File: config.mk
export PLATFORM = sky130hd
export DESIGN_NAME = ext_edge_irq_flags_priority
export DESIGN_NICKNAME = d
export VERILOG_FILES = /design/src/irq_pkg.sv /design/src/ext_edge_irq_flags_priority.sv /design/src/pin_select.sv /design/src/edge_detect.sv
export SDC_FILE = /design/constraint.sdc
export NUM_CORES = 1
export LEC_CHECK = 0
export BUFFER_PORTS_ARGS = -buffer_cell sky130_fd_sc_hd__buf_4
export CAP_MARGIN = 30
export CELL_PAD_IN_SITES_DETAIL_PLACEMENT = 2
export CELL_PAD_IN_SITES_GLOBAL_PLACEMENT = 2
export CORE_ASPECT_RATIO = 1.2
export CORE_UTILIZATION = 32
export CTS_BUF_LIST = sky130_fd_sc_hd__clkbuf_4
export CTS_CLUSTER_SIZE = 20
export DETAILED_ROUTE_END_ITERATION = 7
export HOLD_SLACK_MARGIN = 0.1
export PLACE_DENSITY_LB_ADDON = 0.1
export SYNTH_ARGS = -nofsm -noshare
export SYNTH_HDL_FRONTEND = slang
export SYNTH_SLANG_ARGS = --single-unit
File: constraint.sdc
create_clock -name sys_clk_in -period 1.9 [get_ports sys_clk_in]
set_input_delay 0.285 -clock sys_clk_in [delete_from_list [all_inputs] [get_ports sys_clk_in]]
set_output_delay 0.285 -clock sys_clk_in [all_outputs]
set_load 0.05 [all_outputs]
File: src/irq_pkg.sv
// Purpose: Shared constants for the external edge interrupt and flag block
// Assumes: 8-bit special-function register bus, 20 MHz system clock
// Notes: Offsets are special-function register addresses
`default_nettype none
package irq_pkg;
    localparam logic [7:0] PIN_CONFIG_ADDR = 8'hB7;
    localparam logic [7:0] FLAGS_ADDR = 8'hBF;
    localparam logic [7:0] SEC_PRIO_ADDR = 8'hF6;
    localparam logic [7:0] PIN_CONFIG_RESET = 8'h00;
    localparam logic [7:0] FLAGS_RESET = 8'h00;
    localparam logic [7:0] SEC_PRIO_RESET = 8'h00;
    // Implemented bits of the priority and flag registers
    localparam logic [7:0] SEC_PRIO_MASK = 8'h1F;
    localparam logic [7:0] FLAGS_MASK = 8'h1F;
    // Secondary priority fields
    localparam int SPARE_B_PRIO_BIT = 4;
    localparam int SPARE_A_PRIO_BIT = 3;
    localparam int FREQ_PRIO_BIT = 2;
    // Flag fields
    localparam int SPARE_B_FLAG_BIT = 4;
    localparam int SPARE_A_FLAG_BIT = 3;
    localparam int SER_FLAG_BIT = 2;
    localparam int EXT_B_FLAG_BIT = 1;
    localparam int EXT_A_FLAG_BIT = 0;
    // Pin configuration fields
    localparam int EXT_B_INVERT_BIT = 7;
    localparam int EXT_B_SEL_LSB = 4;
    localparam int EXT_A_INVERT_BIT = 3;
    localparam int EXT_A_SEL_LSB = 0;
    localparam int PIN_COUNT = 10;
    // Pin numbers for select code 101, per source
    localparam logic [3:0] EXT_B_ALT_PIN = 4'h9;
    localparam logic [3:0] EXT_A_ALT_PIN = 4'h8;
    // Shortest pulse that is sure to be caught, in system clocks
    localparam int MIN_PULSE_CYCLES = 2;
endpackage : irq_pkg
`default_nettype wire

File: src/ext_edge_irq_flags_priority.sv
// Purpose: Interrupt flags, secondary priority and external edge sources
// Assumes: Core special-function bus with one-cycle read and write strobes
// Notes: Pins pass a two-stage synchroniser before the edge detectors
//
// Overview of operation
// Bits 7:5 read zero, ignore writes
// Priority bit 4 ranks spare source b
// Priority bit 3 ranks spare source a
// Priority bit 2 ranks frequency counter
// Software keeps priority bits 1:0 zero
// Spare flags set only by software
// Serializer empty sets flag, hardware never clears
// Software clears serializer flag before loading
// Edge sets external flag regardless of enable
// Vectoring never clears external pending flags
// External sources are edge only, polarity selectable
// Edge mode picks rising or both edges
// Invert bits flip selected pin
// Source b pin select codes
// Source a pin select codes
// Pins sampled by clock, short pulses missed
// Detected events drive timer capture
// External request needs enable and global enable
// Previous sample compared, flag set next cycle
`timescale 1ns/10ps
`default_nettype none
module ext_edge_irq_flags_priority (
    input wire logic sys_clk_in,
    input wire logic rst_in,
    input wire logic clk_en_in,
    // Special-function register bus
    input wire logic [7:0] sfr_addr_in,
    input wire logic [7:0] sfr_wdata_in,
    input wire logic sfr_wr_in,
    input wire logic sfr_rd_in,
    output logic [7:0] sfr_rdata_out,
    output logic sfr_hit_out,
    // Port pins and controls kept elsewhere
    input wire logic [9:0] gpio_in,
    input wire logic ext_irq_b_double_edge_in,
    input wire logic ext_irq_a_double_edge_in,
    input wire logic ext_irq_b_enable_in,
    input wire logic ext_irq_a_enable_in,
    input wire logic global_irq_enable_in,
    input wire logic serializer_tx_empty_in,
    // Requests toward the vectoring logic
    output logic ext_irq_b_req_out,
    output logic ext_irq_a_req_out,
    output logic spare_irq_b_req_out,
    output logic spare_irq_a_req_out,
    output logic serializer_req_out,
    output logic spare_b_priority_out,
    output logic spare_a_priority_out,
    output logic freq_counter_priority_out,
    // Capture triggers for timers 3 and 2
    output logic timer3_capture_out,
    output logic timer2_capture_out
);
    logic [7:0] pin_config_q;
    logic [7:0] sec_prio_q;
    logic [4:0] flags_q;
    logic [4:0] flags_d;
    logic [9:0] gpio_meta_q;
    logic [9:0] gpio_sync_q;
    logic ser_empty_q;
    logic ser_empty_rise;
    logic ext_b_level;
    logic ext_a_level;
    logic ext_b_event;
    logic ext_a_event;
    logic wr_flags;

    // Two-stage synchroniser; only the second stage feeds any logic
    always_ff @(posedge sys_clk_in or posedge rst_in) begin
        if (rst_in) begin
            gpio_meta_q <= 10'h000;
            gpio_sync_q <= 10'h000;
        end else if (clk_en_in) begin
            gpio_meta_q <= gpio_in;
            gpio_sync_q <= gpio_meta_q;
        end
    end

    // Pin choice and polarity for each source
    pin_select #(
        .ALT_PIN(irq_pkg::EXT_B_ALT_PIN)
    ) sel_b (
        .pins_in(gpio_sync_q),
        .sel_in(pin_config_q[irq_pkg::EXT_B_SEL_LSB +: 3]),
        .invert_in(pin_config_q[irq_pkg::EXT_B_INVERT_BIT]),
        .pin_out(ext_b_level)
    );

    pin_select #(
        .ALT_PIN(irq_pkg::EXT_A_ALT_PIN)
    ) sel_a (
        .pins_in(gpio_sync_q),
        .sel_in(pin_config_q[irq_pkg::EXT_A_SEL_LSB +: 3]),
        .invert_in(pin_config_q[irq_pkg::EXT_A_INVERT_BIT]),
        .pin_out(ext_a_level)
    );

    // Edge detectors; a change of pin select can itself look like an edge
    edge_detect det_b (
        .sys_clk_in(sys_clk_in),
        .rst_in(rst_in),
        .clk_en_in(clk_en_in),
        .level_in(ext_b_level),
        .double_edge_in(ext_irq_b_double_edge_in),
        .event_out(ext_b_event)
    );

    edge_detect det_a (
        .sys_clk_in(sys_clk_in),
        .rst_in(rst_in),
        .clk_en_in(clk_en_in),
        .level_in(ext_a_level),
        .double_edge_in(ext_irq_a_double_edge_in),
        .event_out(ext_a_event)
    );

    // Events also serve as timer capture strobes
    assign timer3_capture_out = ext_b_event;
    assign timer2_capture_out = ext_a_event;

    // Serializer empty is a same-clock level; flag on its rising edge
    always_ff @(posedge sys_clk_in or posedge rst_in) begin
        if (rst_in) begin
            ser_empty_q <= 1'h0;
        end else if (clk_en_in) begin
            ser_empty_q <= serializer_tx_empty_in;
        end
    end
    assign ser_empty_rise = serializer_tx_empty_in & ~ser_empty_q;

    // Pin configuration register
    always_ff @(posedge sys_clk_in or posedge rst_in) begin
        if (rst_in) begin
            pin_config_q <= irq_pkg::PIN_CONFIG_RESET;
        end else if (clk_en_in && sfr_wr_in &&
                     sfr_addr_in == irq_pkg::PIN_CONFIG_ADDR) begin
            pin_config_q <= sfr_wdata_in; // see R13 see R14
        end
    end

    // Secondary priority; bits 1:0 stored as written, software keeps zero
    always_ff @(posedge sys_clk_in or posedge rst_in) begin
        if (rst_in) begin
            sec_prio_q <= irq_pkg::SEC_PRIO_RESET;
        end else if (clk_en_in && sfr_wr_in &&
                     sfr_addr_in == irq_pkg::SEC_PRIO_ADDR) begin
            sec_prio_q <= sfr_wdata_in & irq_pkg::SEC_PRIO_MASK;
        end
    end

    // Priority levels go straight to the vectoring logic
    assign spare_b_priority_out =
        sec_prio_q[irq_pkg::SPARE_B_PRIO_BIT];
    assign spare_a_priority_out =
        sec_prio_q[irq_pkg::SPARE_A_PRIO_BIT];
    assign freq_counter_priority_out =
        sec_prio_q[irq_pkg::FREQ_PRIO_BIT];

    assign wr_flags = sfr_wr_in && (sfr_addr_in == irq_pkg::FLAGS_ADDR);

    // Flags: a write stores the value, hardware events win over a clear
    always_comb begin
        flags_d = flags_q;
        if (wr_flags) begin
            flags_d = sfr_wdata_in[4:0]; // see R6
        end
        if (ser_empty_rise) begin
            flags_d[irq_pkg::SER_FLAG_BIT] = 1'h1;
        end
        if (ext_b_event) begin
            flags_d[irq_pkg::EXT_B_FLAG_BIT] = 1'h1; // see R9
        end
        if (ext_a_event) begin
            flags_d[irq_pkg::EXT_A_FLAG_BIT] = 1'h1; // see R9
        end
    end

    // No vectoring input exists here, so pending flags are never auto-cleared
    always_ff @(posedge sys_clk_in or posedge rst_in) begin
        if (rst_in) begin
            flags_q <= irq_pkg::FLAGS_RESET[4:0];
        end else if (clk_en_in) begin
            flags_q <= flags_d;
        end
    end

    // Requests to the core
    assign ext_irq_b_req_out = flags_q[irq_pkg::EXT_B_FLAG_BIT] &
        ext_irq_b_enable_in & global_irq_enable_in;
    assign ext_irq_a_req_out = flags_q[irq_pkg::EXT_A_FLAG_BIT] &
        ext_irq_a_enable_in & global_irq_enable_in;
    assign spare_irq_b_req_out = flags_q[irq_pkg::SPARE_B_FLAG_BIT];
    assign spare_irq_a_req_out = flags_q[irq_pkg::SPARE_A_FLAG_BIT];
    assign serializer_req_out = flags_q[irq_pkg::SER_FLAG_BIT];

    // Read mux; unmapped addresses return zero and no hit
    always_comb begin
        sfr_rdata_out = 8'h00;
        sfr_hit_out = 1'h0;
        if (sfr_addr_in == irq_pkg::PIN_CONFIG_ADDR) begin
            sfr_rdata_out = pin_config_q;
            sfr_hit_out = 1'h1;
        end else if (sfr_addr_in == irq_pkg::FLAGS_ADDR) begin
            sfr_rdata_out = {3'h0, flags_q};
            sfr_hit_out = 1'h1;
        end else if (sfr_addr_in == irq_pkg::SEC_PRIO_ADDR) begin
            sfr_rdata_out = sec_prio_q & irq_pkg::SEC_PRIO_MASK;
            sfr_hit_out = 1'h1;
        end
    end

    // Upper bits of the masked priority register stay zero
    reserved_zero_a: assert property (
        @(posedge sys_clk_in) disable iff (rst_in)
        sec_prio_q[7:5] == 3'h0)
        else $error("priority reserved bits set");

    // Reserved flag bits read back as zero
    flags_read_zero_a: assert property (
        @(posedge sys_clk_in) disable iff (rst_in)
        sfr_addr_in == irq_pkg::FLAGS_ADDR |-> sfr_rdata_out[7:5] == 3'h0)
        else $error("flag reserved bits read nonzero");

    // Reserved priority bits read back as zero
    prio_read_zero_a: assert property (
        @(posedge sys_clk_in) disable iff (rst_in)
        sfr_addr_in == irq_pkg::SEC_PRIO_ADDR |->
        sfr_rdata_out[7:5] == 3'h0)
        else $error("priority reserved bits read nonzero");

    // A detected edge on source a sets its flag at the next edge
    edge_sets_flag_a: assert property (
        @(posedge sys_clk_in) disable iff (rst_in)
        ext_a_event |=> flags_q[irq_pkg::EXT_A_FLAG_BIT])
        else $error("edge did not set flag a");

    // Same for source b; a clear in that cycle must lose
    edge_sets_b_a: assert property (
        @(posedge sys_clk_in) disable iff (rst_in)
        ext_b_event |=> flags_q[irq_pkg::EXT_B_FLAG_BIT])
        else $error("edge did not set flag b");

    // Flag a rises only through its event or a register write
    ext_flag_src_a: assert property (
        @(posedge sys_clk_in) disable iff (rst_in)
        $rose(flags_q[irq_pkg::EXT_A_FLAG_BIT]) |->
        $past(ext_a_event) || $past(wr_flags))
        else $error("flag a rose without cause");

    // Flag b rises only through its event or a register write
    ext_src_b_a: assert property (
        @(posedge sys_clk_in) disable iff (rst_in)
        $rose(flags_q[irq_pkg::EXT_B_FLAG_BIT]) |->
        $past(ext_b_event) || $past(wr_flags))
        else $error("flag b rose without cause");

    // Hardware never drops a pending flag of source a
    flag_hold_a: assert property (
        @(posedge sys_clk_in) disable iff (rst_in)
        $fell(flags_q[irq_pkg::EXT_A_FLAG_BIT]) |-> $past(wr_flags))
        else $error("flag a cleared by hardware");

    // Hardware never drops a pending flag of source b
    flag_hold_b_a: assert property (
        @(posedge sys_clk_in) disable iff (rst_in)
        $fell(flags_q[irq_pkg::EXT_B_FLAG_BIT]) |-> $past(wr_flags))
        else $error("flag b cleared by hardware");

    // Serializer flag never falls without software write
    ser_flag_hold_a: assert property (
        @(posedge sys_clk_in) disable iff (rst_in)
        $fell(flags_q[irq_pkg::SER_FLAG_BIT]) |-> $past(wr_flags))
        else $error("serializer flag cleared by hardware");

    // Empty level rising sets the serializer flag, clear or not
    ser_flag_set_a: assert property (
        @(posedge sys_clk_in) disable iff (rst_in)
        ser_empty_rise && clk_en_in |=> flags_q[irq_pkg::SER_FLAG_BIT])
        else $error("serializer flag not set");

    // Spare flag b rises only through a write of one
    spare_write_a: assert property (
        @(posedge sys_clk_in) disable iff (rst_in)
        $rose(flags_q[irq_pkg::SPARE_B_FLAG_BIT]) |->
        $past(wr_flags && sfr_wdata_in[irq_pkg::SPARE_B_FLAG_BIT]))
        else $error("spare flag b set without write");

    // Spare flag a rises only through a write of one
    spare_a_write_a: assert property (
        @(posedge sys_clk_in) disable iff (rst_in)
        $rose(flags_q[irq_pkg::SPARE_A_FLAG_BIT]) |->
        $past(wr_flags && sfr_wdata_in[irq_pkg::SPARE_A_FLAG_BIT]))
        else $error("spare flag a set without write");

    // Request b is exactly the flag gated by both enables
    ext_req_gate_a: assert property (
        @(posedge sys_clk_in) disable iff (rst_in)
        ext_irq_b_req_out == (global_irq_enable_in && ext_irq_b_enable_in
        && flags_q[irq_pkg::EXT_B_FLAG_BIT]))
        else $error("request b does not follow enables");

    // Request a is exactly the flag gated by both enables
    req_gate_src_a: assert property (
        @(posedge sys_clk_in) disable iff (rst_in)
        ext_irq_a_req_out == (global_irq_enable_in && ext_irq_a_enable_in
        && flags_q[irq_pkg::EXT_A_FLAG_BIT]))
        else $error("request a does not follow enables");

    // A level held over a running cycle never fires the detector
    no_level_fire_a: assert property (
        @(posedge sys_clk_in) disable iff (rst_in)
        clk_en_in && $past(clk_en_in) && $stable(ext_a_level) |->
        !ext_a_event)
        else $error("steady level fired source a");

    // Single mode gives one-cycle capture strobes, never two in a row
    single_pulse_a: assert property (
        @(posedge sys_clk_in) disable iff (rst_in)
        timer2_capture_out && !ext_irq_a_double_edge_in |=>
        !timer2_capture_out || ext_irq_a_double_edge_in)
        else $error("capture strobe a held in single mode");

    // Priority output b tracks the written bit
    prio_track_a: assert property (
        @(posedge sys_clk_in) disable iff (rst_in)
        clk_en_in && sfr_wr_in && sfr_addr_in == irq_pkg::SEC_PRIO_ADDR |=>
        spare_b_priority_out == $past(sfr_wdata_in[4]))
        else $error("priority b not updated");

    // Priority output a tracks the written bit
    spare_a_prio_a: assert property (
        @(posedge sys_clk_in) disable iff (rst_in)
        clk_en_in && sfr_wr_in && sfr_addr_in == irq_pkg::SEC_PRIO_ADDR |=>
        spare_a_priority_out == $past(sfr_wdata_in[3]))
        else $error("priority a not updated");

    // Frequency counter priority tracks the written bit
    freq_prio_a: assert property (
        @(posedge sys_clk_in) disable iff (rst_in)
        clk_en_in && sfr_wr_in && sfr_addr_in == irq_pkg::SEC_PRIO_ADDR |=>
        freq_counter_priority_out == $past(sfr_wdata_in[2]))
        else $error("frequency priority not updated");

    // A low clock enable freezes every register
    frozen_hold_a: assert property (
        @(posedge sys_clk_in) disable iff (rst_in)
        !clk_en_in |=> $stable(flags_q) && $stable(pin_config_q)
        && $stable(sec_prio_q))
        else $error("state changed while frozen");
endmodule : ext_edge_irq_flags_priority
`default_nettype wire

File: src/pin_select.sv
// Purpose: Picks one pin for an external source and applies polarity
// Assumes: Pins already synchronised to the system clock
// Notes: Combinational only
`timescale 1ns/10ps
`default_nettype none
module pin_select #(
    parameter logic [3:0] ALT_PIN = 4'h8
) (
    input wire logic [9:0] pins_in,
    input wire logic [2:0] sel_in,
    input wire logic invert_in,
    output logic pin_out
);
    logic [3:0] idx;

    // Codes 0..4 map straight, 5 goes to the alternate pin, 6 and 7 direct
    always_comb begin
        if (sel_in == 3'h5) begin
            idx = ALT_PIN; // see R14
        end else begin
            idx = {1'h0, sel_in};
        end
        pin_out = pins_in[idx] ^ invert_in;
    end
endmodule : pin_select
`default_nettype wire

File: src/edge_detect.sv
// Purpose: Rising or double edge detector on a sampled level
// Assumes: Input is synchronous to sys_clk_in
// Notes: Pulse output is one cycle wide
`timescale 1ns/10ps
`default_nettype none
module edge_detect (
    input wire logic sys_clk_in,
    input wire logic rst_in,
    input wire logic clk_en_in,
    input wire logic level_in,
    input wire logic double_edge_in,
    output logic event_out
);
    logic prev_q;

    // Previous sample, held for comparison next cycle
    always_ff @(posedge sys_clk_in or posedge rst_in) begin
        if (rst_in) begin
            prev_q <= 1'h0;
        end else if (clk_en_in) begin
            prev_q <= level_in;
        end
    end

    // Only transitions count, never a steady level
    always_comb begin
        if (double_edge_in) begin
            event_out = clk_en_in & (level_in ^ prev_q); // see R12
        end else begin
            event_out = clk_en_in & level_in & ~prev_q; // see R12
        end
    end
endmodule : edge_detect
`default_nettype wire

== Word-level counts from Yosys, hierarchy flattened ==
Cells that the tools add are included.

* $add $sub $neg: 0
* Multiply operators: 0
* Divide/modulo/power cells: 0
* Magnitude comparators: 2
* Eq/ne operators: 5
* Shift operators: 0
* Multiplexer cells: 18
* Bitwise logic cells: 18
* Reductions and logical operators: 11

{| class="wikitable"
|+ Operator list
! cell !! count
|-
| == test 8 bit, second input constant || 3
|-
| bitwise AND 1 bit || 11
|-
| less-than comparator 4 x 5 -> 1 bit, second input constant || 2
|-
| 2-to-1 mux 1 bit || 10
|-
| 2-to-1 mux 5 bit || 2
|-
| binary-select mux 1 bit (select 4 bit) || 2
|-
| 2-to-1 mux 4 bit || 2
|-
| 2-to-1 mux 8 bit || 1
|-
| AND reduction 2 bit || 4
|-
| == test 3 bit, second input constant || 2
|-
| nonzero test 2 bit || 3
|-
| logical AND 1 bit || 4
|-
| XOR 1 bit || 4
|-
| 2-to-1 mux 3 bit || 1
|-
| NOT 1 bit || 3
|}

* Flip-flop bits (word level): 41
* Bits in latches: 0
* Bits in writable memories: 0
* Bits in read-only memories: 0
* Bits of input ports: 37
* Output and inout port bits: 19
* Word-level logic and storage cells: 65
* Memories: 0

== Depth between registers and ports, before layout ==
Gate-level depths: netlist (run 1).

* Depth in word-level cells: 10
* Depth in mapped cells: 5
* Depth with buffers taken out: 4

== By module ==
Synthesis (run 1) repeated with hierarchy kept, for this count alone.

* Cell total of the unflattened synthesis: 158
* Area total of the unflattened synthesis: 2,078.2 µm²

{| class="wikitable"
|+ Modules (own cells, without submodules)
! module !! times used !! cells each !! area each (µm²) !! sequential area each (µm²)
|-
| ext_edge_irq_flags_priority || 1 || 132 || 1,798.0 || 975.9
|-
| pin_select || 2 || 7 || 76.3 || 0.0
|-
| edge_detect || 2 || 6 || 63.8 || 25.0
|}

== Worst setup path after synthesis (run 1) ==
OpenSTA, ideal clock, no wires.

* Path kind: flip-flop to output port
* From: register pin_config_q[4]
* To: output port timer3_capture_out
* Data arrival time: 1.871 ns
* Required time: 1.615 ns
* Path slack: -0.256 ns
* Stages on the path, launching flop included: 5
* Path buffers: 0
* Path through: dfrtp_1 mux4_1 mux2i_4 mux2_2 nand2_1

* Word-level cells in the longest chain between the ends: 8
* Elaborated cells between the ends (all ways): 10
* Those cells by class: eq/ne (1); mux (4); bitwise (5)

{| class="wikitable"
|+ RTL lines
! element !! line !! text
|-
| start, declared || ext_edge_irq_flags_priority.sv:59 || <nowiki>logic [7:0] pin_config_q;</nowiki>
|-
| start signal, assigned || ext_edge_irq_flags_priority.sv:139 || <nowiki>pin_config_q <= irq_pkg::PIN_CONFIG_RESET;</nowiki>
|-
| start signal, assigned || ext_edge_irq_flags_priority.sv:142 || <nowiki>pin_config_q <= sfr_wdata_in;</nowiki>
|-
| == test 3 bit || pin_select.sv:18 || <nowiki>if (sel_in == 3'h5) begin</nowiki>
|-
| 2-to-1 mux 4 bit * || pin_select.sv:18 ||
|-
| binary-select mux 1 bit (select 4 bit) * || pin_select.sv:23 || <nowiki>pin_out = pins_in[idx] ^ invert_in;</nowiki>
|-
| 2-to-1 mux 1 bit (not written as such) * || pin_select.sv:23 ||
|-
| XOR 1 bit * || pin_select.sv:23 ||
|-
| bitwise AND 1 bit or XOR 1 bit (tied branches) || edge_detect.sv:30, edge_detect.sv:28 ||
|-
| bitwise AND 1 bit, on equally long branches || edge_detect.sv:30, edge_detect.sv:28 ||
|-
| 2-to-1 mux 1 bit * || edge_detect.sv:27 || <nowiki>if (double_edge_in) begin</nowiki>
|-
| end, declared || ext_edge_irq_flags_priority.sv:56 || <nowiki>output logic timer3_capture_out,</nowiki>
|}

Mark *: on every way between the ends. The rest lies on a longest branch, timed or not. The select of a mux whose other input is x is not followed.

== Final worst setup path (run 1) ==
Ends and elaborated chain as after synthesis.

==> results.md, run 1 <==
- Outcome: complete, but fails checks
- Violated checks: setup timing
- Seq/Total Area, Yosys: 50.6%
- Setup WS pre-CTS: -0.211 ns
- FMAX: around 0.42 GHz
- Starting Density: between 30% and 40%
- GRT Util Overall: 18.7%
- Setup WS post-layout: -0.489 ns
- Post-synth EDFFs: 0
- Internal power: approximately 0.0014 W
- Minimum clock period after layout: between 2 and 2.5 ns
- Row cnt: 30
- Met3 routed WL: ~270 um
- Switch Pwr: 0.000518 W
- Wire length of the first global-routing pass: 8700 um
- DRT antenna net count: 0
- Die H: 87.0 um
- Worst min path class: input pin to flip-flop
- Worst Path Arrival: between 2 and 2.5 ns
- Tcrit/Tclk final: 126%
- Slew headroom: about 66%
- CP Data Required Time: roughly 1.6 ns
- Ant diodes: 0
- Die ar.: around 6300 um^2
- Seq pwr share: 49.4%
- Final hold slack: ~0.17 ns
- Worst Tran Pin Value: about 0.51 ns
- Setup TNS: -0.814 ns
- Latest clock arrival within the worst-skew pair: between 0.3 and 0.4 ns
- Post-synth ARST share: 100%
- TritonCTS clock tree: done
- Core region area: between 5000 and 6000 um^2
- Die W: about 73 um
- Combinational power share: 22.2%
- Power Dens Cells: 693 nW/um^2
- Final Skew: 0.00617 ns
- Final Hold Viols: 0
- DR iter-0 viols: 47
- Drt drc: 0
- Routed vias/inst: 4.93
- # port buffers: 53
- Synth Cell Area: between 1500 and 2000 um^2
- Gpl congestion: just over 0.7
- Clock sink total: 39
- Max IR drop VDD: about 0.50 mV
- Slew Viols, Final: 0
- Sequential Area: 978 um^2
- Critical path class: flip-flop to output port
- HPWL after DPL: 4010 um
- Clock Power Share: approximately 28%
- Switching power share of the total: 26.8%
- CTS clk-pin slew, worst paths: 0.12 ns
- Nets@finish: 262
- Top sig layer: met4
- Post-synthesis sequential element count: 39
- WL met2: ~3100 um
- Yosys Warn Count: 0
- Num CTS Buffers: 5
- Routed vias: roughly 1500
- Gate count of the mapped netlist: 140
- # H-tree levels: 2
- Commonest non-fill, non-tap cell in the layout: buf_4
- WL met1: 2050 um
- CTS Buffer Depth: 2
- Mapped Nets: around 180
- Post-synth top flop: dfrtp_1
- Critical-path cell list: mux4_2 > mux2i_4 > mux2_4 > nand2_4 > buf_8
- CP startpoint kind: flip-flop
- Mean Syn Cell Area: between 10 and 15 um^2
- RSZ-0062 raised after global routing: true
- Grt ovf: 0
- Number of global-route vias before repair: around 1800
- CP max-delay cell: mux4_2
- Distinct cells, synth: 35
- Routed len/inst: 18.0 um
- Area Overhead vs Synth: 44.6%
- Fillcell total: ~580
- Initial antenna violation count: 0
- Drt total wl: 5510 um
- Share of layout cells above drive strength 1: 62.8%
- Pleak: between 1 and 1.5 nW
- Commonest non-fill, non-tap cells in the layout: 71 x buf_4, 37 x dfrtp_1, 34 x mux2_2, 7 x inv_1, 6 x buf_6
- I/O pin count: 56
- Area occupied by multi-input gates: roughly 940 um^2
- Max incr delay on CP: 0.55 ns
- Final setup fails: 2
- Drt pass-1 iters: 4
- Largest net degree at the start of global routing: 40
- Max_cap viols: 0
- Crit end category: output port
- CTS Root Buffer Type: clkbuf_4
- Worst-path maximum fanout: 3
-- cell families after synthesis --
kind of cell           Yosys count  share of synthesized area (%)
AND/OR/NAND/NOR                 34                           11.9
buffers and inverters           10                           2.34
multiplexers                    46                           30.5
XOR/XNOR                         2                          0.909
AO/OA/AOI/OAI                    9                           3.77
flip-flops                      39                           50.6
-- repair_timing --
item / in CTS / in global routing
hold buffers: 1 / 0
pin swaps: 2 / 3
setup endpoints to repair: 8 / 7
setup buffers: 5 / 3
hold endpoints to repair: 39 / 0
gates resized for setup: 12 / 8
-- final timing paths --
path	from	to	slack, ns	cells past startpoint
hold / removal	gpio_in[3]	gpio_meta_q[3]	0.17	2
max in group asynchronous	rst_in	pin_config_q[1]	0.91	4
min in group asynchronous	rst_in	flags_q[3]	0.61	4
setup / recovery	pin_config_q[4]	timer3_capture_out	-0.49	5
hold reg to reg	ser_empty_q	flags_q[2]	0.48	1
setup reg to reg	pin_config_q[4]	flags_q[1]	0.07	6
-- flip-flops by register name, summed over array words and instances, names as in the netlist --
name,cells
flags_q,5
pin_config_q,8
det_b.prev_q,1
det_a.prev_q,1
ser_empty_q,1
gpio_sync_q,9
gpio_meta_q,9
sec_prio_q,5
-- worst max-delay path: cells and delay by family, from the launching register on --
kind | cells | cell delay, ns
flip-flops | 1 | 0.44
buffers and inverters | 1 | 0.14
AND/OR/NAND/NOR | 1 | 0.07
multiplexers | 3 | 1.13
-- metal layers --
| metal | vias to the layer above | global-route usage [%] |
|---|---|---|
| met3 | 4 | 4.17 |
| li1 | 687 | - |
| met1 | 766 | 20.4 |
| met5 | - | 0 |
| met2 | 51 | 35.2 |
| met4 | 0 | 6.06 |
-- cell usage after synthesis (3+ instances only) --
cell type | number | share of area [%]
mux2i_1 | 4 | 2.1
mux2_2 | 35 | 20
o21ai_0 | 3 | 0.78
a222oi_1 | 5 | 2.6
nand2_1 | 6 | 1.2
and2_1 | 3 | 0.97
nand3_1 | 3 | 0.78
inv_1 | 7 | 1.4
nor2_1 | 4 | 0.78
dfrtp_1 | 39 | 51
mux4_1 | 3 | 4.1
-- per-stage QoR --
stage               instances  total power (W)  area, um^2  utilization [%]
finish                    306          0.00193        2790             48.5
global route              306          0.00202        2790             48.5
CTS                       303          0.00194        2740             47.6
detailed placement        291          0.00135        2580             45.0
global placement          291          0.00132        2580             45.0
floorplan                 140          0.00117        1930                -
-- power by group through the flow --
stage	Combinational (W)	Clock, W	Sequential (W)
floorplan	0.000211	0	0.000956
global placement	0.000364	0	0.000960
detailed placement	0.000384	0	0.000967
CTS	0.000419	0.000569	0.000952
global route	0.000460	0.000601	0.000963
finish	0.000428	0.000549	0.000954
-- cell type report --
cell class	instances	area share, %
Clock inverter	3	1.39
Sequential cell	39	35.1
Multi-Input combinational cell	91	33.9
Clock buffer	5	1.35
Timing Repair Buffer	81	23.7
Tap cell	80	3.59
Inverter	7	0.943
No activity file was read; power rests on OpenSTA's default activity.
==> run 2, diff against run 1 <==
==> constraint.sdc (replaced) <==
create_clock -name sys_clk_in -period 1.9 [get_ports sys_clk_in]
set_input_delay 0.38 -clock sys_clk_in [delete_from_list [all_inputs] [get_ports sys_clk_in]]
set_output_delay 0.38 -clock sys_clk_in [all_outputs]
set_load 0.05 [all_outputs]
==> run 2 against run 1 <==
The run still ends with setup timing left. Worst hold slack got worse by 0.034 ns. Sequential power about the same. Setup slack got worse by 0.10 ns. Maximum frequency shrank 4.0%. Wire length shrank 4.0%. Non-clock buffer count unchanged. Combinational power down 2%. Total power shrank 0.48%. Register-to-register slack is essentially flat. Sequential cell count unchanged. Clock-buffer cell count unchanged. Largest cell class unchanged. Largest power group unchanged.
==> results.md, run 2 (synthesized netlist as in run 1, its figures left out) <==
- Outcome: complete, but fails checks
- Violated checks: setup timing
- Max IR drop VDD: around 0.41 mV
- Nets@finish: 262
- CTS Buffer Depth: 2
- Worst min path class: input pin to async pin
- CP startpoint kind: flip-flop
- Routed vias/inst: between 4 and 5
- Clock sink total: 39
- Minimum clock period after layout: approximately 2.5 ns
- Crit end category: output port
- CP Data Required Time: approximately 1.5 ns
- I/O pin count: 56
- Max_cap viols: 0
- Grt ovf: 0
- Power Dens Cells: 678 nW/um^2
- Pleak: approximately 1.3 nW
- Routed len/inst: around 17 um
- Slew Viols, Final: 0
- HPWL after DPL: 3990 um
- # port buffers: between 50 and 60
- FMAX: 0.402 GHz
- RSZ-0062 raised after global routing: true
- Drt pass-1 iters: 7
- Largest regs: gpio_meta_q: 9 flops, gpio_sync_q: 9 flops, pin_config_q: 8 flops
- Max incr delay on CP: between 0.5 and 0.6 ns
- Final setup fails: 4
- TritonCTS clock tree: done
- Worst Path Buf+Inv: 1
- Commonest non-fill, non-tap cells in the layout: 63 x buf_4, 37 x dfrtp_1, 34 x mux2_2, 15 x buf_6
- Latest clock arrival within the worst-skew pair: about 0.36 ns
- Drt drc: 0
- Worst Tran Pin Value: between 0.5 and 0.6 ns
- Worst Path Arrival: 2.11 ns
- GRT Util Overall: 18.7%
- Tcrit/Tclk final: 131%
- Die ar.: between 6000 and 7000 um^2
- Share of layout cells above drive strength 1: between 60% and 70%
- Wire length of the first global-routing pass: between 8000 and 9000 um
- Ant diodes: 0
- CTS clk-pin slew, worst paths: ~0.13 ns
- Gpl congestion: just over 0.7
- Die W: about 73 um
- DR iter-0 viols: 65
- Core region area: 5740 um^2
- Top delay family on crit path: multiplexers
- Row cnt: 30
- CTS Root Buffer Type: clkbuf_4
- # H-tree levels: 2
- Setup TNS: -1.63 ns
- CP max-delay cell: mux4_2
- Final Skew: 0.0173 ns
- Largest net degree at the start of global routing: 40
- Routed vias: between 1500 and 2000
- Area Overhead vs Synth: 47.1%
- Drt total wl: roughly 5300 um
- Number of global-route vias before repair: 1723
- DRT antenna net count: 0
- Worst-path maximum fanout: 3
- Fillcell total: 585
- Starting Density: 33.6%
- Initial antenna violation count: 0
- Final Hold Viols: 0
- Critical-path cell list: mux4_2 > mux2i_4 > mux2_4 > nand2_4 > buf_8
- Num CTS Buffers: 5
- Die H: about 87 um
- Setup WS pre-CTS: -0.349 ns
- Slew headroom: about two thirds
- Commonest non-fill, non-tap cell in the layout: buf_4
- Setup WS post-layout: -0.589 ns
- Critical path class: flip-flop to output port
## run 2: area by class of cell
| type | count | area [um^2] | area share (%) |
|---|---|---|---|
| Inverter | 7 | 26.3 | 0.927 |
| Sequential cell | 39 | 978 | 34.5 |
| Timing Repair Buffer | 81 | 692 | 24.4 |
| Multi-Input combinational cell | 91 | 961 | 33.9 |
| Tap cell | 80 | 100 | 3.53 |
| Clock buffer | 5 | 37.5 | 1.32 |
| Clock inverter | 3 | 38.8 | 1.37 |
## run 2: timing repair
item                                    CTS  global route
endpoints found under the setup margin    9             8
setup buffers                             5             2
pin swaps                                 2             3
gates resized for setup                  20             8
hold buffers                              0             0
## run 2: tightest hold or removal path: stages
cell and delay [ns]:
buf_4 0.11, inv_1 0.04, buf_4 0.42
## run 2: through the flow
step / total power, W / area (um^2) / hold WS [ns] / util, % / instances
after global routing: 0.00202 / 2830 / 0.155 / 49.3 / 306
after detailed placement: 0.00136 / 2620 / 0.488 / 45.6 / 292
after floorplan: 0.00118 / 1960 / 0.435 / - / 140
final: 0.00192 / 2830 / 0.139 / 49.3 / 306
after CTS: 0.00194 / 2800 / 0.149 / 48.8 / 305
after global placement: 0.00133 / 2620 / 0.453 / 45.6 / 292
## run 2: final timing paths
kind | startpoint | endpoint | slack (ns) | cells after the start
max reg2reg | pin_config_q[4] | flags_q[1] | 0.06 | 5
max | pin_config_q[4] | timer3_capture_out | -0.59 | 5
min | rst_in | pin_config_q[4] | 0.14 | 3
max in group asynchronous | rst_in | pin_config_q[1] | 1.40 | 3
min in group sys_clk_in | sfr_wdata_in[7] | pin_config_q[7] | 0.24 | 2
min reg2reg | ser_empty_q | flags_q[2] | 0.48 | 1
## run 2: routing by layer
layer  up-vias  routed length (um)  global-route usage, %
met4         0                  62                   6.42
met3         5                 233                   4.28
li1        695                   -                      -
met5         -                   0                      0
met1       773                1930                   19.2
met2        49                3070                   36.4
## run 2: where the power goes
| part | internal, W | total (W) | switching (W) |
|---|---|---|---|
| combinational | 0.000240 | 0.000421 | 0.000181 |
| sequential | 0.000897 | 0.000952 | 0.0000546 |
| clock | 0.000271 | 0.000549 | 0.000278 |
| total | 0.00141 | 0.00192 | 0.000514 |
